### src/ifd_notes_end.sv
// Holds no code; the decoder and its helpers live in their own files.

### src/ifd_pkg.sv
// Shared constants and types for the instruction format decoder.
package ifd_pkg;

  // ****************************************************************
  // Instruction word layout (bit 0 of the format is bit 31 here)
  // ****************************************************************
  localparam int IFD_OP_MSB   = 31;
  localparam int IFD_OP_LSB   = 24;
  localparam int IFD_F1_MSB   = 23;
  localparam int IFD_F1_LSB   = 20;
  localparam int IFD_F2_MSB   = 19;
  localparam int IFD_F2_LSB   = 16;
  localparam int IFD_B16      = 15;
  localparam int IFD_B17      = 14;
  localparam int IFD_B18      = 13;
  localparam int IFD_B19      = 12;
  localparam int IFD_D14_W    = 14;
  localparam int IFD_D15_W    = 15;
  localparam int IFD_WORD_W   = 32;

  // ****************************************************************
  // Opcode ranges that pick the format family
  // ****************************************************************
  localparam logic [7:0] IFD_SHORT_LO = 8'h20;
  localparam logic [7:0] IFD_SHORT_HI = 8'h2f;
  localparam logic [7:0] IFD_RX_LO    = 8'h40;
  localparam logic [7:0] IFD_RX_HI    = 8'hbf;
  localparam logic [7:0] IFD_RI2_LO   = 8'hf8;

  // Conditional branch opcodes: a register form, a short form and two indexed forms.
  localparam logic [7:0] IFD_CBR_REG   = 8'h02;
  localparam logic [7:0] IFD_CBR_SHORT = 8'h22;
  localparam logic [7:0] IFD_CBR_RXT   = 8'h42;
  localparam logic [7:0] IFD_CBR_RXF   = 8'h43;

  // ****************************************************************
  // Lengths in halfwords and zero constants
  // ****************************************************************
  localparam logic [1:0]  IFD_LEN_1HW  = 2'h1;
  localparam logic [1:0]  IFD_LEN_2HW  = 2'h2;
  localparam logic [1:0]  IFD_LEN_3HW  = 2'h3;
  localparam logic [31:0] IFD_ZERO32   = 32'h0000_0000;
  localparam logic [3:0]  IFD_ZERO4    = 4'h0;

  // One-hot format codes; illegal is the reset value.
  typedef enum logic [7:0] {
    IFD_FMT_REGREG = 8'h01,
    IFD_FMT_SHORT  = 8'h02,
    IFD_FMT_IDXABS = 8'h04,
    IFD_FMT_IDXREL = 8'h08,
    IFD_FMT_DBLIDX = 8'h10,
    IFD_FMT_RI1    = 8'h20,
    IFD_FMT_RI2    = 8'h40,
    IFD_FMT_ILL    = 8'h80
  } ifd_fmt_t;

endpackage

### src/ifd_fmt_class.sv
// Combinational format and length classifier for one instruction word.
`timescale 1ns/100ps
`default_nettype none

module ifd_fmt_class (
  input  wire logic [31:0]       i_instr,  // Instruction, first halfword high.
  output var  ifd_pkg::ifd_fmt_t o_fmt,    // One-hot format.
  output var  logic [1:0]        o_len_hw  // Length in halfwords.
);
  import ifd_pkg::*;

  logic [7:0] op;
  assign op = i_instr[IFD_OP_MSB:IFD_OP_LSB];

  // ****************************************************************
  // Format selection
  // ****************************************************************
  // Opcode picks the family; bits 16 to 19 split the indexed family.
  always_comb begin
    o_fmt    = IFD_FMT_ILL;
    o_len_hw = IFD_LEN_1HW;
    if (op < IFD_RX_LO) begin
      o_fmt = (op >= IFD_SHORT_LO && op <= IFD_SHORT_HI) ? IFD_FMT_SHORT : IFD_FMT_REGREG;
    end else if (op <= IFD_RX_HI) begin
      o_len_hw = IFD_LEN_2HW;
      if (i_instr[IFD_B16]) begin
        o_fmt = IFD_FMT_IDXREL;
      end else if (!i_instr[IFD_B17]) begin
        o_fmt = IFD_FMT_IDXABS;
      end else if (!i_instr[IFD_B18] && !i_instr[IFD_B19]) begin
        o_fmt    = IFD_FMT_DBLIDX;
        o_len_hw = IFD_LEN_3HW;
      end else begin
        // Bit 18 or 19 set with bit 17 is no defined layout.
        o_fmt    = IFD_FMT_ILL;
        o_len_hw = IFD_LEN_1HW;
      end
    end else if (op < IFD_RI2_LO) begin
      o_fmt    = IFD_FMT_RI1;
      o_len_hw = IFD_LEN_2HW;
    end else begin
      o_fmt    = IFD_FMT_RI2;
      o_len_hw = IFD_LEN_3HW;
    end
  end

endmodule
`default_nettype wire

### src/ifd_decoder.sv
// Two-stage decoder for register, short and single-index instruction formats.
`timescale 1ns/100ps
`default_nettype none

// Overview of operation
// - Register format: opcode bits 0:7, first register 8:11, second register 12:15.
// - Register format reads operands from registers named by both fields.
// - Short form: opcode 0:7, first register 8:11, short immediate 12:15.
// - Short form uses first register and unsigned immediate 0 to 15.
// - Absolute indexed: index 12:15, bits 16,17 zero, displacement 18:31.
// - Absolute address is index contents plus unsigned 14-bit displacement.
// - Relative indexed format is recognised by bit 16 set.
// - Relative displacement of 15 bits is sign extended, added to index.
// - Relative address also adds address of next sequential instruction.
// - Negative displacement is two's complement, giving a backward offset.
// - Branches decode in register, short and indexed formats, target formed as for operands.
// - Conditional branches use first field as mask tested against condition code.
// - Double indexed format: bit 16 clear, bit 17 set, bits 18:19 clear.
// - Location counter lowest bit is always zero.
module ifd_decoder (
  input  wire logic              i_mclk,          // Processor clock, 25 MHz.
  input  wire logic              i_reset,         // Synchronous reset, high.
  input  wire logic              i_valid,         // Instruction word present.
  input  wire logic [31:0]       i_instr,         // First halfword in 31:16.
  input  wire logic [31:0]       i_loc,           // Address of this instruction.
  input  wire logic [31:0]       i_xreg_data,     // Contents of o_x_sel register.
  input  wire logic [3:0]        i_cc,            // Condition code.
  output var  logic [3:0]        o_x_sel,         // Index register select.
  output var  logic              o_valid,         // Decode result present.
  output var  ifd_pkg::ifd_fmt_t o_format,        // One-hot format.
  output var  logic [1:0]        o_len_hw,        // Length in halfwords.
  output var  logic [7:0]        o_opcode,        // Operation code.
  output var  logic [3:0]        o_first_sel,     // First operand register.
  output var  logic [3:0]        o_second_sel,    // Second operand register.
  output var  logic              o_use_second,    // Second operand from register.
  output var  logic [31:0]       o_short_imm,     // Short immediate, zero extended.
  output var  logic [31:0]       o_ea,            // Second operand address.
  output var  logic              o_ea_valid,      // o_ea holds an address.
  output var  logic              o_cond_branch,   // Conditional branch.
  output var  logic [3:0]        o_branch_mask,   // Mask of a conditional branch.
  output var  logic              o_branch_take    // Mask meets condition code.
);
  import ifd_pkg::*;

  // ****************************************************************
  // State
  // ****************************************************************
  typedef struct packed {
    // Stage one: fields captured, index register being read.
    logic                    s1_v;
    ifd_fmt_t                s1_fmt;
    logic [1:0]              s1_len;
    logic [7:0]              s1_op;
    logic [3:0]              s1_f1;
    logic [3:0]              s1_f2;
    logic [IFD_D15_W-1:0]    s1_disp;
    logic [31:0]             s1_next;
    // Stage two: outputs.
    logic                    v;
    ifd_fmt_t                fmt;
    logic [1:0]              len;
    logic [7:0]              op;
    logic [3:0]              first;
    logic [3:0]              second;
    logic                    use_second;
    logic [31:0]             imm;
    logic [31:0]             ea;
    logic                    ea_v;
    logic                    cbr;
    logic [3:0]              mask;
    logic                    take;
  } ifd_state_t;

  ifd_state_t st_q;
  ifd_state_t st_d;

  ifd_fmt_t   cls_fmt;
  logic [1:0] cls_len;

  ifd_fmt_class u_class (
    .i_instr  (i_instr),
    .o_fmt    (cls_fmt),
    .o_len_hw (cls_len)
  );

  // ****************************************************************
  // Next-state logic
  // ****************************************************************
  // Address forming waits a cycle so the index register can be read
  // from the select that stage one drives; this costs latency, not rate.
  logic [31:0] loc_even;
  logic [31:0] xval;
  logic [31:0] d14_ext;
  logic [31:0] d15_ext;
  logic        is_cbr;

  always_comb begin
    st_d     = st_q;
    loc_even = {i_loc[31:1], 1'b0};
    xval     = (st_q.s1_f2 == IFD_ZERO4) ? IFD_ZERO32 : i_xreg_data;
    d14_ext  = {{(IFD_WORD_W - IFD_D14_W){1'b0}}, st_q.s1_disp[IFD_D14_W-1:0]};
    d15_ext  = {{(IFD_WORD_W - IFD_D15_W){st_q.s1_disp[IFD_D15_W-1]}},
                st_q.s1_disp};
    is_cbr   = (st_q.s1_op == IFD_CBR_REG) || (st_q.s1_op == IFD_CBR_SHORT) ||
               (st_q.s1_op == IFD_CBR_RXT) || (st_q.s1_op == IFD_CBR_RXF);

    // Stage one captures the word fields.
    st_d.s1_v    = i_valid;
    st_d.s1_fmt  = cls_fmt;
    st_d.s1_len  = cls_len;
    st_d.s1_op   = i_instr[IFD_OP_MSB:IFD_OP_LSB];
    st_d.s1_f1   = i_instr[IFD_F1_MSB:IFD_F1_LSB];
    st_d.s1_f2   = i_instr[IFD_F2_MSB:IFD_F2_LSB];
    st_d.s1_disp = i_instr[IFD_D15_W-1:0];
    st_d.s1_next = loc_even + {29'h0, cls_len, 1'b0};

    // Stage two forms operands and addresses.
    st_d.v      = st_q.s1_v;
    st_d.fmt    = st_q.s1_fmt;
    st_d.len    = st_q.s1_len;
    st_d.op     = st_q.s1_op;
    st_d.first      = st_q.s1_f1;
    st_d.second     = st_q.s1_f2;
    st_d.use_second = (st_q.s1_fmt == IFD_FMT_REGREG);
    st_d.imm    = IFD_ZERO32;
    st_d.ea     = IFD_ZERO32;
    st_d.ea_v   = 1'b0;
    case (st_q.s1_fmt)
      IFD_FMT_SHORT: begin
        st_d.imm = {28'h0, st_q.s1_f2};
      end
      IFD_FMT_IDXABS: begin
        st_d.ea   = xval + d14_ext;
        st_d.ea_v = 1'b1;
      end
      IFD_FMT_IDXREL: begin
        st_d.ea   = xval + d15_ext + st_q.s1_next;
        st_d.ea_v = 1'b1;
      end
      default: begin
        // Other formats carry their operands beyond this decoder.
        st_d.ea_v = 1'b0;
      end
    endcase

    // The same forms serve branch targets, so only the mask is special.
    st_d.cbr  = st_q.s1_v && is_cbr;
    st_d.mask = is_cbr ? st_q.s1_f1 : IFD_ZERO4;
    st_d.take = is_cbr && ((st_q.s1_f1 & i_cc) != IFD_ZERO4);
  end

  // ****************************************************************
  // State register
  // ****************************************************************
  always_ff @(posedge i_mclk) begin
    if (i_reset) begin
      st_q <= '{s1_fmt: IFD_FMT_ILL, fmt: IFD_FMT_ILL, default: '0};
    end else begin
      st_q <= st_d;
    end
  end

  // ****************************************************************
  // Outputs
  // ****************************************************************
  // Every output is a field of the state register.
  assign o_x_sel       = st_q.s1_f2;
  assign o_valid       = st_q.v;
  assign o_format      = st_q.fmt;
  assign o_len_hw      = st_q.len;
  assign o_opcode      = st_q.op;
  assign o_first_sel   = st_q.first;
  assign o_second_sel  = st_q.second;
  assign o_use_second  = st_q.use_second;
  assign o_short_imm   = st_q.imm;
  assign o_ea          = st_q.ea;
  assign o_ea_valid    = st_q.ea_v;
  assign o_cond_branch = st_q.cbr;
  assign o_branch_mask = st_q.mask;
  assign o_branch_take = st_q.take;
endmodule
`default_nettype wire

### config.mk
export PLATFORM = sky130hd
export DESIGN_NAME = ifd_decoder
export DESIGN_NICKNAME = d
export VERILOG_FILES = /design/src/ifd_notes_end.sv /design/src/ifd_pkg.sv /design/src/ifd_fmt_class.sv /design/src/ifd_decoder.sv
export SDC_FILE = /design/constraint.sdc
export NUM_CORES = 1
export LEC_CHECK = 0
export BUFFER_PORTS_ARGS = -buffer_cell sky130_fd_sc_hd__buf_2
export CORE_ASPECT_RATIO = 0.7
export CORE_MARGIN = 4
export CORE_UTILIZATION = 55
export CTS_CLUSTER_SIZE = 24
export DETAILED_ROUTE_END_ITERATION = 8
export PLACE_DENSITY = 0.9
export SKIP_LAST_GASP = 1
export SLEW_MARGIN = 20
export SYNTH_ARGS = -nofsm -noshare
export SYNTH_HDL_FRONTEND = slang
export SYNTH_SLANG_ARGS = --single-unit
### constraint.sdc
create_clock -name i_mclk -period 5.4 [get_ports i_mclk]
set_input_delay 0.27 -clock i_mclk [delete_from_list [all_inputs] [get_ports i_mclk]]
set_output_delay 0.27 -clock i_mclk [all_outputs]
set_load 0.05 [all_outputs]
==> summary.md, run 1 <==
| Metric | Value |
|---|---|
| Result of the run | `complete, but fails checks` |
| Violations in the final reports | `DRC` |
| Fin util | `62.98%` |
| Maximum clock frequency | `198.7 MHz` |
| Average via count per standard cell | `5.714` |
| Maximum fanout encountered on the critical timing path | `28` |
| Number of register bits inferred by synthesis | `roughly 140` |
| Number of port buffers | `roughly 180` |
| Final hold viol count | `0` |
| Final ANT Viol Nets | `0` |
| Sum of net half-perimeters after detailed placement | `18.11 mm` |
| TritonCTS Buffers | `17` |
| H-tree Lvls | `4` |
| Endpoints failing setup | `0` |
| DRC violations left | `2` |
| Number of hold buffers added after cts | `0` |
| Sw frac | `roughly 36%` |
| Crit path arrival time | `roughly 5.3 ns` |
| Setup repair after global routing missed its margin | `no` |
| Fin. max-slew vios | `0` |
| Cell count after synthesis | `about 1100` |
| Die extent in y | `116.8 um` |
| First DRT Iteration DRCs | `1171` |
| Clock insertion delay at the later pin of the skew report | `0.44 ns` |
| Final Wtd Congestion | `0.9639` |
| Floorplan Core Area | `between 15000 and 20000 um2` |
| Cell-internal power | `2.072 mW` |
| Worst VDD drop | `197.0 uV` |
| Final TNS setup | `0 ns` |
| Ratio of cells with drive above 1 in the final layout | `21.32%` |
| Most frequent standard cell in the layout excluding fill and tap cells | `buf_2` |
| Clock tree skew after final layout | `0.01215 ns` |
| Part of the Yosys area used for sequential elements | `31.01%` |
| Share of flip-flops with an asynchronous set or reset | `0%` |
| Sinks on Clock Net | `144` |
| Share of the clock period used by the worst path after layout | `between 90% and 100%` |
| Max_cap viols | `0` |
| I/O Pins | `~210` |
| Routed wire length per instance | `16.90 um` |
| Number of search-and-repair iterations in the first detailed-routing pass | `9` |
| Instance count after placement with tap cells included | `1361` |
| Least-Margin Pin Slew | `0.9560 ns` |
| Count of placed standard cells in the final layout, fillers left out | `1398` |
| First-pass GRT wire length | `about 37 mm` |
| Cells resized by post-CTS repair | `0` |
| Final setup margin | `0.3684 ns` |
| Final net count | `between 1000 and 1500` |
| Post-layout min period | `5.032 ns` |
| Effective utilization at floorplan | `56.53%` |
| Vias in the first global route | `7237` |
| Sequential Power Share | `35.3%` |
| Clk network pwr share | `37.2%` |
| GRT Overall Usage | `between 20% and 30%` |
| Chip Width | `163.4 um` |
| Final hold slack | `0.01057 ns` |
| Setup fix buffers added after clock tree synthesis | `0` |
| Post-Syn Area | `around 9300 um2` |
| Number of antenna violations at the first check in global routing | `11` |
| Clock slew seen by the registers of the worst setup and hold paths | `about 0.070 ns` |
| Yosys Warn Count | `0` |
| Worst endpoint required time | `about 5.7 ns` |
| Leakage component of the power | `4.762 nW` |
| Worst slew margin | `35.43%` |
| Top_reg_cell synth | `dfxtp_1` |
| Die outline area | `19080 um2` |
| DP Worst Slack | `0.6997 ns` |
| Critical Path Source Type | `flip-flop` |
| Pwr per Cell Area | `312.4 nW/um2` |
| Switching power summed over all nets | `1.164 mW` |
| Worst min-delay path category | `input pin to flip-flop` |
| Count of distinct cell types in the synthesized netlist | `73` |
| Relative contribution of combinational cells to total power | `roughly 28%` |
| Endpoint kind of the worst setup timing path | `flip-flop` |
| Post-Synthesis Mean Instance Area | `8.688 um2` |
| Number of enable flip-flop cells after synthesis | `0` |
| Overall routed net length | `23.63 mm` |
| Synth-to-layout area growth | `11.40%` |
| Setup CP Type | `flip-flop to flip-flop` |
| Number of placement rows | `39` |
| Root Driver | `clkbuf_16` |
| Most frequent cells in the layout | `buf_2 (175), dfxtp_1 (144), nor2_1 (80)` |
| Total via count in the routed design | `7988` |
| Clock buffer depth | `2` |
| Total congestion overflow | `0` |
| Clock tree from TritonCTS | `done` |
| Largest net degree at the start of global routing | `92` |
[through the flow]
stage	cell area, um2	total power, mW
after global placement	9709	1.983
after floorplan	9398	1.833
after CTS	10340	3.222
after detailed placement	9709	2.016
after global routing	10360	3.373
final	10360	3.236
[synth_stat cells (all sizes together), types with 16 or more instances]
cell type,n,area [um2]
a21o,22,165.2
a21oi,44,220.2
a31oi,16,106.4
and2,28,175.2
and3,18,112.6
buf,104,760.7
clkbuf,41,153.9
dfxtp,144,2883
fa,18,360.4
ha,50,625.6
inv,31,116.4
nand2,58,217.7
nand3,27,135.1
nor2,80,300.3
nor2b,65,406.6
o21ai,31,158.9
o22ai,21,131.4
xnor2,59,516.8
xor2,49,429.2
[area by class of cell]
type,instances,area [um2]
diodes,5,12.51
well taps,225,281.5
clock inverters,15,209.0
fillers,1371,6088
clock buffers,17,425.4
multi-input cells,777,5485
inverters,31,116.4
repair buffers,184,943.4
flip-flops and latches,144,2883
[final timing paths]
path / cells after the start / slack [ns] / from / endpoint
max: 16 / 0.37 / o_x_sel[3] / o_ea[25]
min: 2 / 0.01 / i_instr[15] / st_d[92]
max reg2reg: 16 / 0.37 / o_x_sel[3] / o_ea[25]
min reg2reg: 1 / 0.44 / st_d[88] / o_len_hw[0]
[flip-flops by register name, summed over array words and instances (netlist names), 8 cells and up]
| name | count |
|---|---|
| st_q | 31 |
| d14_ext | 14 |
| st_d | 23 |
| o_format | 8 |
| o_opcode | 8 |
| o_ea | 32 |
[cell families (layout without fill, tap and decap cells)]
group           after synthesis  in the layout  synth area share [%]
other cells                   1             33               0.04034
buf+inv                     176            247                 11.09
flops                       144            144                 31.01
mux                           2              2                0.2288
fa+ha+maj                    69             69                 10.71
xor+xnor                    108            108                 10.17
simple gates                350            350                 19.74
compound gates              220            220                 17.00
[power by group through the flow]
stage	sequential [mW]	combinational (mW)	clock, mW
floorplan	1.15	0.679	0
global placement	1.16	0.820	0
detailed placement	1.16	0.851	0
CTS	1.14	0.862	1.22
global route	1.15	0.957	1.27
finish	1.14	0.890	1.20
[worst max-delay path: stages, from the launching register on]
cell and delay, ns:
dfxtp_1 0.36, or4_2 0.92, buf_4 0.32, nand2_1 0.31, xnor2_1 0.13, ha_1 0.19, a31o_2 0.22, ha_1 0.35
nand3_1 0.14, nor2_1 0.06, a21oi_1 0.15, o21ai_0 0.14, a31oi_1 0.46, o21ai_0 0.31, a311o_1 0.43, xnor2_1 0.25
o22ai_1 0.11
[routing by layer]
metal | vias up | GRT usage, % | part of all wire [%]
met5 | - | 0 | 0.36
met4 | 12 | 7.486 | 2.2
met3 | 76 | 9.870 | 14
met2 | 508 | 35.75 | 41
met1 | 3606 | 32.98 | 42
li1 | 3786 | - | -
No activity file was read; power rests on OpenSTA's default activity.
==> inputs of run 2 (changes only) <==
--- a/config.mk
+++ b/config.mk
@@ -7,5 +7,5 @@
 export LEC_CHECK = 0
 export BUFFER_PORTS_ARGS = -buffer_cell sky130_fd_sc_hd__buf_2
-export CORE_ASPECT_RATIO = 0.7
+export CORE_ASPECT_RATIO = 1.75
 export CORE_MARGIN = 4
 export CORE_UTILIZATION = 55
==> constraint.sdc (replaced) <==
create_clock -name i_mclk -period 5.4 [get_ports i_mclk]
set_input_delay 0.54 -clock i_mclk [delete_from_list [all_inputs] [get_ports i_mclk]]
set_output_delay 0.54 -clock i_mclk [all_outputs]
set_load 0.05 [all_outputs]
==> run 2 against run 1 <==
- the run now ends clean
- flip-flop and latch count did not move
- combinational power is 3.5% lower
- worst hold slack better by 0.29 ns
- clock skew decreased by 0.0028 ns
- global-route usage increased by 0.70 points
- sequential share of layout area rose by 0.051 points
- count of clock-buffer cells in the layout up 1
- die area is 0.26% higher
- first-iteration DRC count down 71%
- non-clock buffer count stayed put
- largest power group unchanged
- clock power hardly changed
==> summary.md, run 2 (same netlist as run 1, synthesis figures left out) <==
| Metric | Value |
|---|---|
| Result of the run | `completed` |
| Number of hold buffers added after cts | `0 (unchanged)` |
| Leakage component of the power | `4.752 nW (-0.22%)` |
| Final hold slack | `0.2957 ns (+0.2851 ns)` |
| Average via count per standard cell | `5.710 (about the same)` |
| I/O Pins | `206 (unchanged)` |
| Floorplan Core Area | `16520 um2 (+0.48%)` |
| Worst endpoint required time | `5.65 ns (-0.04 ns)` |
| Footprint of the multi-input gates | `5485 um2 (unchanged)` |
| Final hold viol count | `0 (unchanged)` |
| Setup CP Type | `flip-flop to flip-flop` |
| Maximum clock frequency | `204.2 MHz (+2.7%)` |
| Root Driver | `clkbuf_16` |
| Setup repair after global routing missed its margin | `no` |
| Effective utilization at floorplan | `56.26% (-0.27 points)` |
| First DRT Iteration DRCs | `335 (-71%)` |
| Pwr per Cell Area | `313.0 nW/um2 (+0.19%)` |
| Fin. max-slew vios | `0 (unchanged)` |
| DRC violations left | `0 (-2)` |
| Number of antenna violations at the first check in global routing | `6 (-5)` |
| TritonCTS Buffers | `17 (unchanged)` |
| Vias in the first global route | `7921 (+9.5%)` |
| Fill count | `1403 (+2.3%)` |
| Clock tree from TritonCTS | `done` |
| Clock slew seen by the registers of the worst setup and hold paths | `0.06 ns (about the same)` |
| Final net count | `1326 (unchanged)` |
| Routed wire length per instance | `17.32 um (+2.4%)` |
| Synth-to-layout area growth | `11.20%` |
| Sum of net half-perimeters after detailed placement | `18.48 mm (+2.1%)` |
| Count of placed standard cells in the final layout, fillers left out | `1396 (-0.14%)` |
| Endpoint kind of the worst setup timing path | `flip-flop` |
| Least-Margin Pin Slew | `1.074 ns (+0.1178 ns)` |
| Cells resized by post-CTS repair | `0 (unchanged)` |
| Die outline area | `19130 um2 (+0.26%)` |
| Post-layout min period | `4.898 ns (-0.1341 ns)` |
| Clock insertion delay at the later pin of the skew report | `0.42 ns (-0.02 ns)` |
| Footprint of the flip-flops and latches | `2883 um2 (unchanged)` |
| First-pass GRT wire length | `38.23 mm (+3.6%)` |
| Final TNS setup | `0 ns (unchanged)` |
| Final Wtd Congestion | `0.9212 (-4.4%)` |
| Worst min-delay path category | `input pin to flip-flop` |
| Number of port buffers | `176 (unchanged)` |
| Worst slew margin | `28.41% (-7.0 points)` |
| GRT Overall Usage | `25.02% (+0.70 points)` |
| Setup fix buffers added after clock tree synthesis | `0 (unchanged)` |
| Most frequent standard cell in the layout excluding fill and tap cells | `buf_2` |
| Clock tree skew after final layout | `0.009352 ns (-0.002802 ns)` |
| Number of placement rows | `62 (+59%)` |
| Sinks on Clock Net | `144 (unchanged)` |
| Final ANT Viol Nets | `0 (unchanged)` |
| H-tree Lvls | `4 (unchanged)` |
| Clock buffer depth | `2 (unchanged)` |
| Share of the clock period used by the worst path after layout | `90.70% (-2.5 points)` |
| Die extent in y | `180.0 um (+54%)` |
| Endpoints failing setup | `0 (unchanged)` |
| Ratio of cells with drive above 1 in the final layout | `21.17% (-0.15 points)` |
| Max_cap viols | `0 (unchanged)` |
| Critical Path Source Type | `flip-flop` |
| Chip Width | `106.3 um (-35%)` |
| Instance count after placement with tap cells included | `1360 (-0.073%)` |
| Crit path arrival time | `5.14 ns (-0.18 ns)` |
| Maximum fanout encountered on the critical timing path | `30 (+7.1%)` |
| Total congestion overflow | `0 (unchanged)` |
| Largest net degree at the start of global routing | `58 (-37%)` |
| Total via count in the routed design | `7971 (-0.21%)` |
| Overall routed net length | `24.17 mm (+2.3%)` |
| Most frequent cells in the layout | `buf_2 (175), dfxtp_1 (144), nor2_1 (80)` |
| Largest register FFs | `32 (unchanged)` |
| Number of search-and-repair iterations in the first detailed-routing pass | `5 (-4)` |
| Worst VDD drop | `232.8 uV (+18%)` |
-- run 2: changes by cell type in the layout (fill, tap and decap cells not counted), sizes merged --
cell	change
inv	-5
bufinv	+4
clkinvlp	+3
clkinv	-4
clkbuf	+1
-- run 2: area by class of cell --
type	count	share of cell area [%]
Clock buffer	18	4.152
Inverter	31	1.126
Tap cell	224	2.711
Clock inverter	13	1.816
Sequential cell	144	27.89
Antenna cell	5	0.1210
Multi-Input combinational cell	777	53.06
Timing Repair Buffer	184	9.126
-- run 2: worst paths after layout --
kind | startpoint | endpoint | slack [ns] | cells past startpoint
min reg2reg | st_d[88] | o_len_hw[0] | 0.44 | 1
min | i_instr[15] | st_d[92] | 0.30 | 2
max reg2reg | o_x_sel[3] | o_ea[25] | 0.50 | 16
max | o_x_sel[3] | o_ea[25] | 0.50 | 16
-- run 2: layer usage --
metal / GRT usage (%) / wire [um] / vias up
li1: - / - / 3781
met5: 0 / 7 / -
met3: 5.528 / 1613 / 116
met1: 25.27 / 8484 / 3699
met4: 18.15 / 1722 / 2
met2: 44.30 / 12350 / 373
-- run 2: per-stage QoR --
step / worst slack (ns) / utilization [%] / instance area [um2] / power (mW)
after floorplan: 0.6807 / - / 9398 / 1.833
after global placement: 0.7450 / 58.75 / 9708 / 1.977
after detailed placement: 0.6758 / 58.75 / 9708 / 2.003
after CTS: 0.6579 / 62.49 / 10320 / 3.241
after global routing: 0.2152 / 62.56 / 10340 / 3.396
final: 0.5024 / 62.56 / 10340 / 3.236
-- run 2: where the power goes --
| part | internal, mW | switching, mW | total [mW] |
|---|---|---|---|
| sequential | 1.11 | 0.0374 | 1.14 |
| combinational | 0.332 | 0.527 | 0.859 |
| clock | 0.772 | 0.462 | 1.23 |
| total | 2.21 | 1.03 | 3.24 |
-- run 2: worst max-delay path: stages (launching register included) --
cell and delay, ns:
dfxtp_1 0.38, or4_2 1.03, buf_4 0.32, nand2_1 0.28, xnor2_1 0.11, ha_1 0.19, a31o_2 0.22, ha_1 0.36
nand3_1 0.14, nor2_1 0.07, a21oi_1 0.16, o21ai_0 0.10, a31oi_1 0.39, o21ai_0 0.29, a311o_1 0.42, xnor2_1 0.15
o22ai_1 0.10
==> inputs of run 3 (changes only) <==
Settings changed: BUFFER_PORTS_ARGS -buffer_cell sky130_fd_sc_hd__buf_2 to default, CORE_UTILIZATION 55 to 56, DONT_BUFFER_PORTS from default to 1, PLACE_DENSITY 0.9 to 0.8.
==> run 3 against run 2 <==
- fmax is 2.7% higher
- cell area is 8.4% lower
- register-to-register slack better by 0.13 ns
- utilization is 4.7 points lower
- via count is 9.7% lower
- critical path type unchanged
- largest power group unchanged
- sequential power is 4% higher
- flip-flop and latch count stayed put
- critical endpoint unchanged
- clock skew is 0.00097 ns higher
- routed wire length is 5.9% lower
- clock power hardly changed
- largest cell class unchanged
==> summary.md, run 3 (same netlist as run 1, synthesis figures left out) <==
| Metric | Value |
|---|---|
| Sequential Power Share | `37.9% (+2.6 points)` |
| DP Worst Slack | `0.7188 ns (+0.04296 ns)` |
| Total congestion overflow | `0 (unchanged)` |
| Design Area, Final | `9470 um2 (-8.4%)` |
| Largest register FFs | `32 (unchanged)` |
| Number of search-and-repair iterations in the first detailed-routing pass | `6 (+1)` |
| Crit path arrival time | `5.02 ns (-0.12 ns)` |
| Synth-to-layout area growth | `1.871%` |
| Cells resized by post-CTS repair | `0 (unchanged)` |
| Die outline area | `18810 um2 (-1.7%)` |
| Sw frac | `32.71% (+1.0 points)` |
| I/O Pins | `206 (unchanged)` |
| Sum of net half-perimeters after detailed placement | `17.87 mm (-3.3%)` |
| Routed wire length per instance | `18.65 um (+7.7%)` |
| Relative contribution of combinational cells to total power | `23.1% (-3.4 points)` |
| Vias in the first global route | `7002 (-12%)` |
| Clk network pwr share | `39.0% (+0.9 points)` |
| DRC violations left | `0 (unchanged)` |
| Sinks on Clock Net | `144 (unchanged)` |
| Maximum fanout encountered on the critical timing path | `24 (-20%)` |
| Number of placement rows | `62 (unchanged)` |
| Final net count | `1154 (-13%)` |
| Endpoints failing setup | `0 (unchanged)` |
| TritonCTS Buffers | `17 (unchanged)` |
| Final hold viol count | `0 (unchanged)` |
| First-pass GRT wire length | `34.83 mm (-8.9%)` |
| Max_cap viols | `0 (unchanged)` |
| Setup fix buffers added after clock tree synthesis | `0 (unchanged)` |
| Total via count in the routed design | `7194 (-9.7%)` |
| Least-Margin Pin Slew | `1.082 ns (+0.008648 ns)` |
| Chip Width | `105.4 um (-0.83%)` |
| First DRT Iteration DRCs | `365 (+9.0%)` |
| Floorplan Core Area | `16370 um2 (-0.94%)` |
| Clock tree from TritonCTS | `done` |
| Clock slew seen by the registers of the worst setup and hold paths | `0.07 ns (about the same)` |
| Effective utilization at floorplan | `56.80% (+0.53 points)` |
| Clock insertion delay at the later pin of the skew report | `0.43 ns (about the same)` |
| Switching power summed over all nets | `1.026 mW (about the same)` |
| Cell-internal power | `2.111 mW (-4.5%)` |
| Largest net degree at the start of global routing | `110 (+90%)` |
| Root Driver | `clkbuf_16` |
| Number of hold buffers added after cts | `0 (unchanged)` |
| Average via count per standard cell | `5.897 (+3.3%)` |
| Worst min-delay path category | `input pin to flip-flop` |
| Clock tree skew after final layout | `0.01032 ns (+0.0009656 ns)` |
| Die extent in y | `178.4 um (-0.86%)` |
| Final ANT Viol Nets | `0 (unchanged)` |
| Post-layout min period | `4.771 ns (-0.1265 ns)` |
| Final Wtd Congestion | `0.9034 (-1.9%)` |
| GRT Overall Usage | `23.54% (-1.5 points)` |
| Clock buffer depth | `2 (unchanged)` |
| Maximum clock frequency | `209.6 MHz (+2.7%)` |
| Final setup margin | `0.6289 ns (+0.1265 ns)` |
| H-tree Lvls | `4 (unchanged)` |
| Most frequent standard cell in the layout excluding fill and tap cells | `dfxtp_1` |
| Worst VDD drop | `277.6 uV (+19%)` |
| Result of the run | `completed` |
| Pwr per Cell Area | `331.3 nW/um2 (+5.8%)` |
| Critical Path Source Type | `flip-flop` |
| Worst endpoint required time | `5.65 ns (about the same)` |
| Setup repair after global routing missed its margin | `no` |
| Number of antenna violations at the first check in global routing | `0 (-6)` |
| Leakage component of the power | `3.980 nW (-16%)` |
| Final TNS setup | `0 ns (unchanged)` |
| Worst slew margin | `27.84% (-0.58 points)` |
| Overall routed net length | `22.75 mm (-5.9%)` |
| Placed Instance Area | `8855 um2 (-8.8%)` |
| Share of the clock period used by the worst path after layout | `88.35% (-2.3 points)` |
| Fin. max-slew vios | `0 (unchanged)` |
| Final hold slack | `0.1833 ns (-0.1124 ns)` |
| Antenna cell count | `0 (-5)` |
| Setup CP Type | `flip-flop to flip-flop` |
| Number of port buffers | `0 (-100%)` |
| Most frequent cells in the layout | `dfxtp_1 (144), nor2_1 (80), nor2b_1 (65)` |
| Ratio of cells with drive above 1 in the final layout | `7.731% (-13 points)` |
| Endpoint kind of the worst setup timing path | `flip-flop` |
## run 3: cell types whose count changed in the layout (fill, tap and decap cells not counted), moves of 2 or more
| cell | change |
|---|---|
| bufinv_16 | -2 |
| clkinvlp_4 | -2 |
| clkinv_2 | -2 |
| inv_6 | +2 |
| diode_2 | -5 |
| buf_4 | +3 |
| inv_8 | +7 |
| buf_2 | -175 |
## run 3: metrics by stage
step / cells / power [mW] / utilization, %
3_5_place_dp: 1188 / 1.927 / 54.10
6_report: 1220 / 3.137 / 57.86
2_1_floorplan: 1097 / 1.833 / -
5_1_grt: 1220 / 3.276 / 57.86
3_3_place_gp: 1188 / 1.913 / 54.10
4_1_cts: 1220 / 3.147 / 57.86
## run 3: metal layers
layer / up-vias / GRT usage (%) / share of wire (%) / wire length, um
met4: 0 / 14.23 / 5.5 / 1257
met1: 3380 / 22.51 / 34 / 7823
li1: 3432 / - / - / -
met5: - / 0 / 0 / 0
met2: 306 / 43.56 / 52 / 11830
met3: 76 / 7.208 / 8.1 / 1846
## run 3: layout make-up
type                    instances  area [um2]
clock buffers                  17       425.4
clock inverters                15       190.2
fillers                      1437        6898
inverters                      31       116.4
multi-input cells             777        5485
flip-flops and latches        144        2883
well taps                     224       280.3
repair buffers                 12       90.09
## run 3: power groups by stage
stage                     Clock (mW)  Sequential (mW)  Combinational, mW
after global placement             0             1.21              0.701
final                           1.22             1.19              0.724
after global routing            1.28             1.19              0.799
after CTS                       1.24             1.19              0.719
after floorplan                    0             1.15              0.679
after detailed placement           0             1.21              0.714
## run 3: worst paths after layout
path         slack [ns]          end  cells past startpoint         from
max                0.63     o_ea[25]                     18   o_x_sel[3]
min                0.18     st_d[92]                      1  i_instr[15]
max reg2reg        0.63     o_ea[25]                     18   o_x_sel[3]
min reg2reg        0.44  o_len_hw[1]                      1     st_d[89]
## run 3: critical path, stage by stage, from the launching register on
cell and delay [ns]:
dfxtp_1 0.31, or4_2 0.94, buf_4 0.32, nand2_1 0.13, xnor2_1 0.09, ha_1 0.28
ha_1 0.16, inv_1 0.05, fa_1 0.37, nand2b_1 0.19, a21oi_1 0.25, nand3_1 0.11
nand3_1 0.15, a31oi_1 0.17, buf_4 0.20, o21ai_0 0.39, a311o_1 0.26, xnor2_1 0.12
o22ai_1 0.10
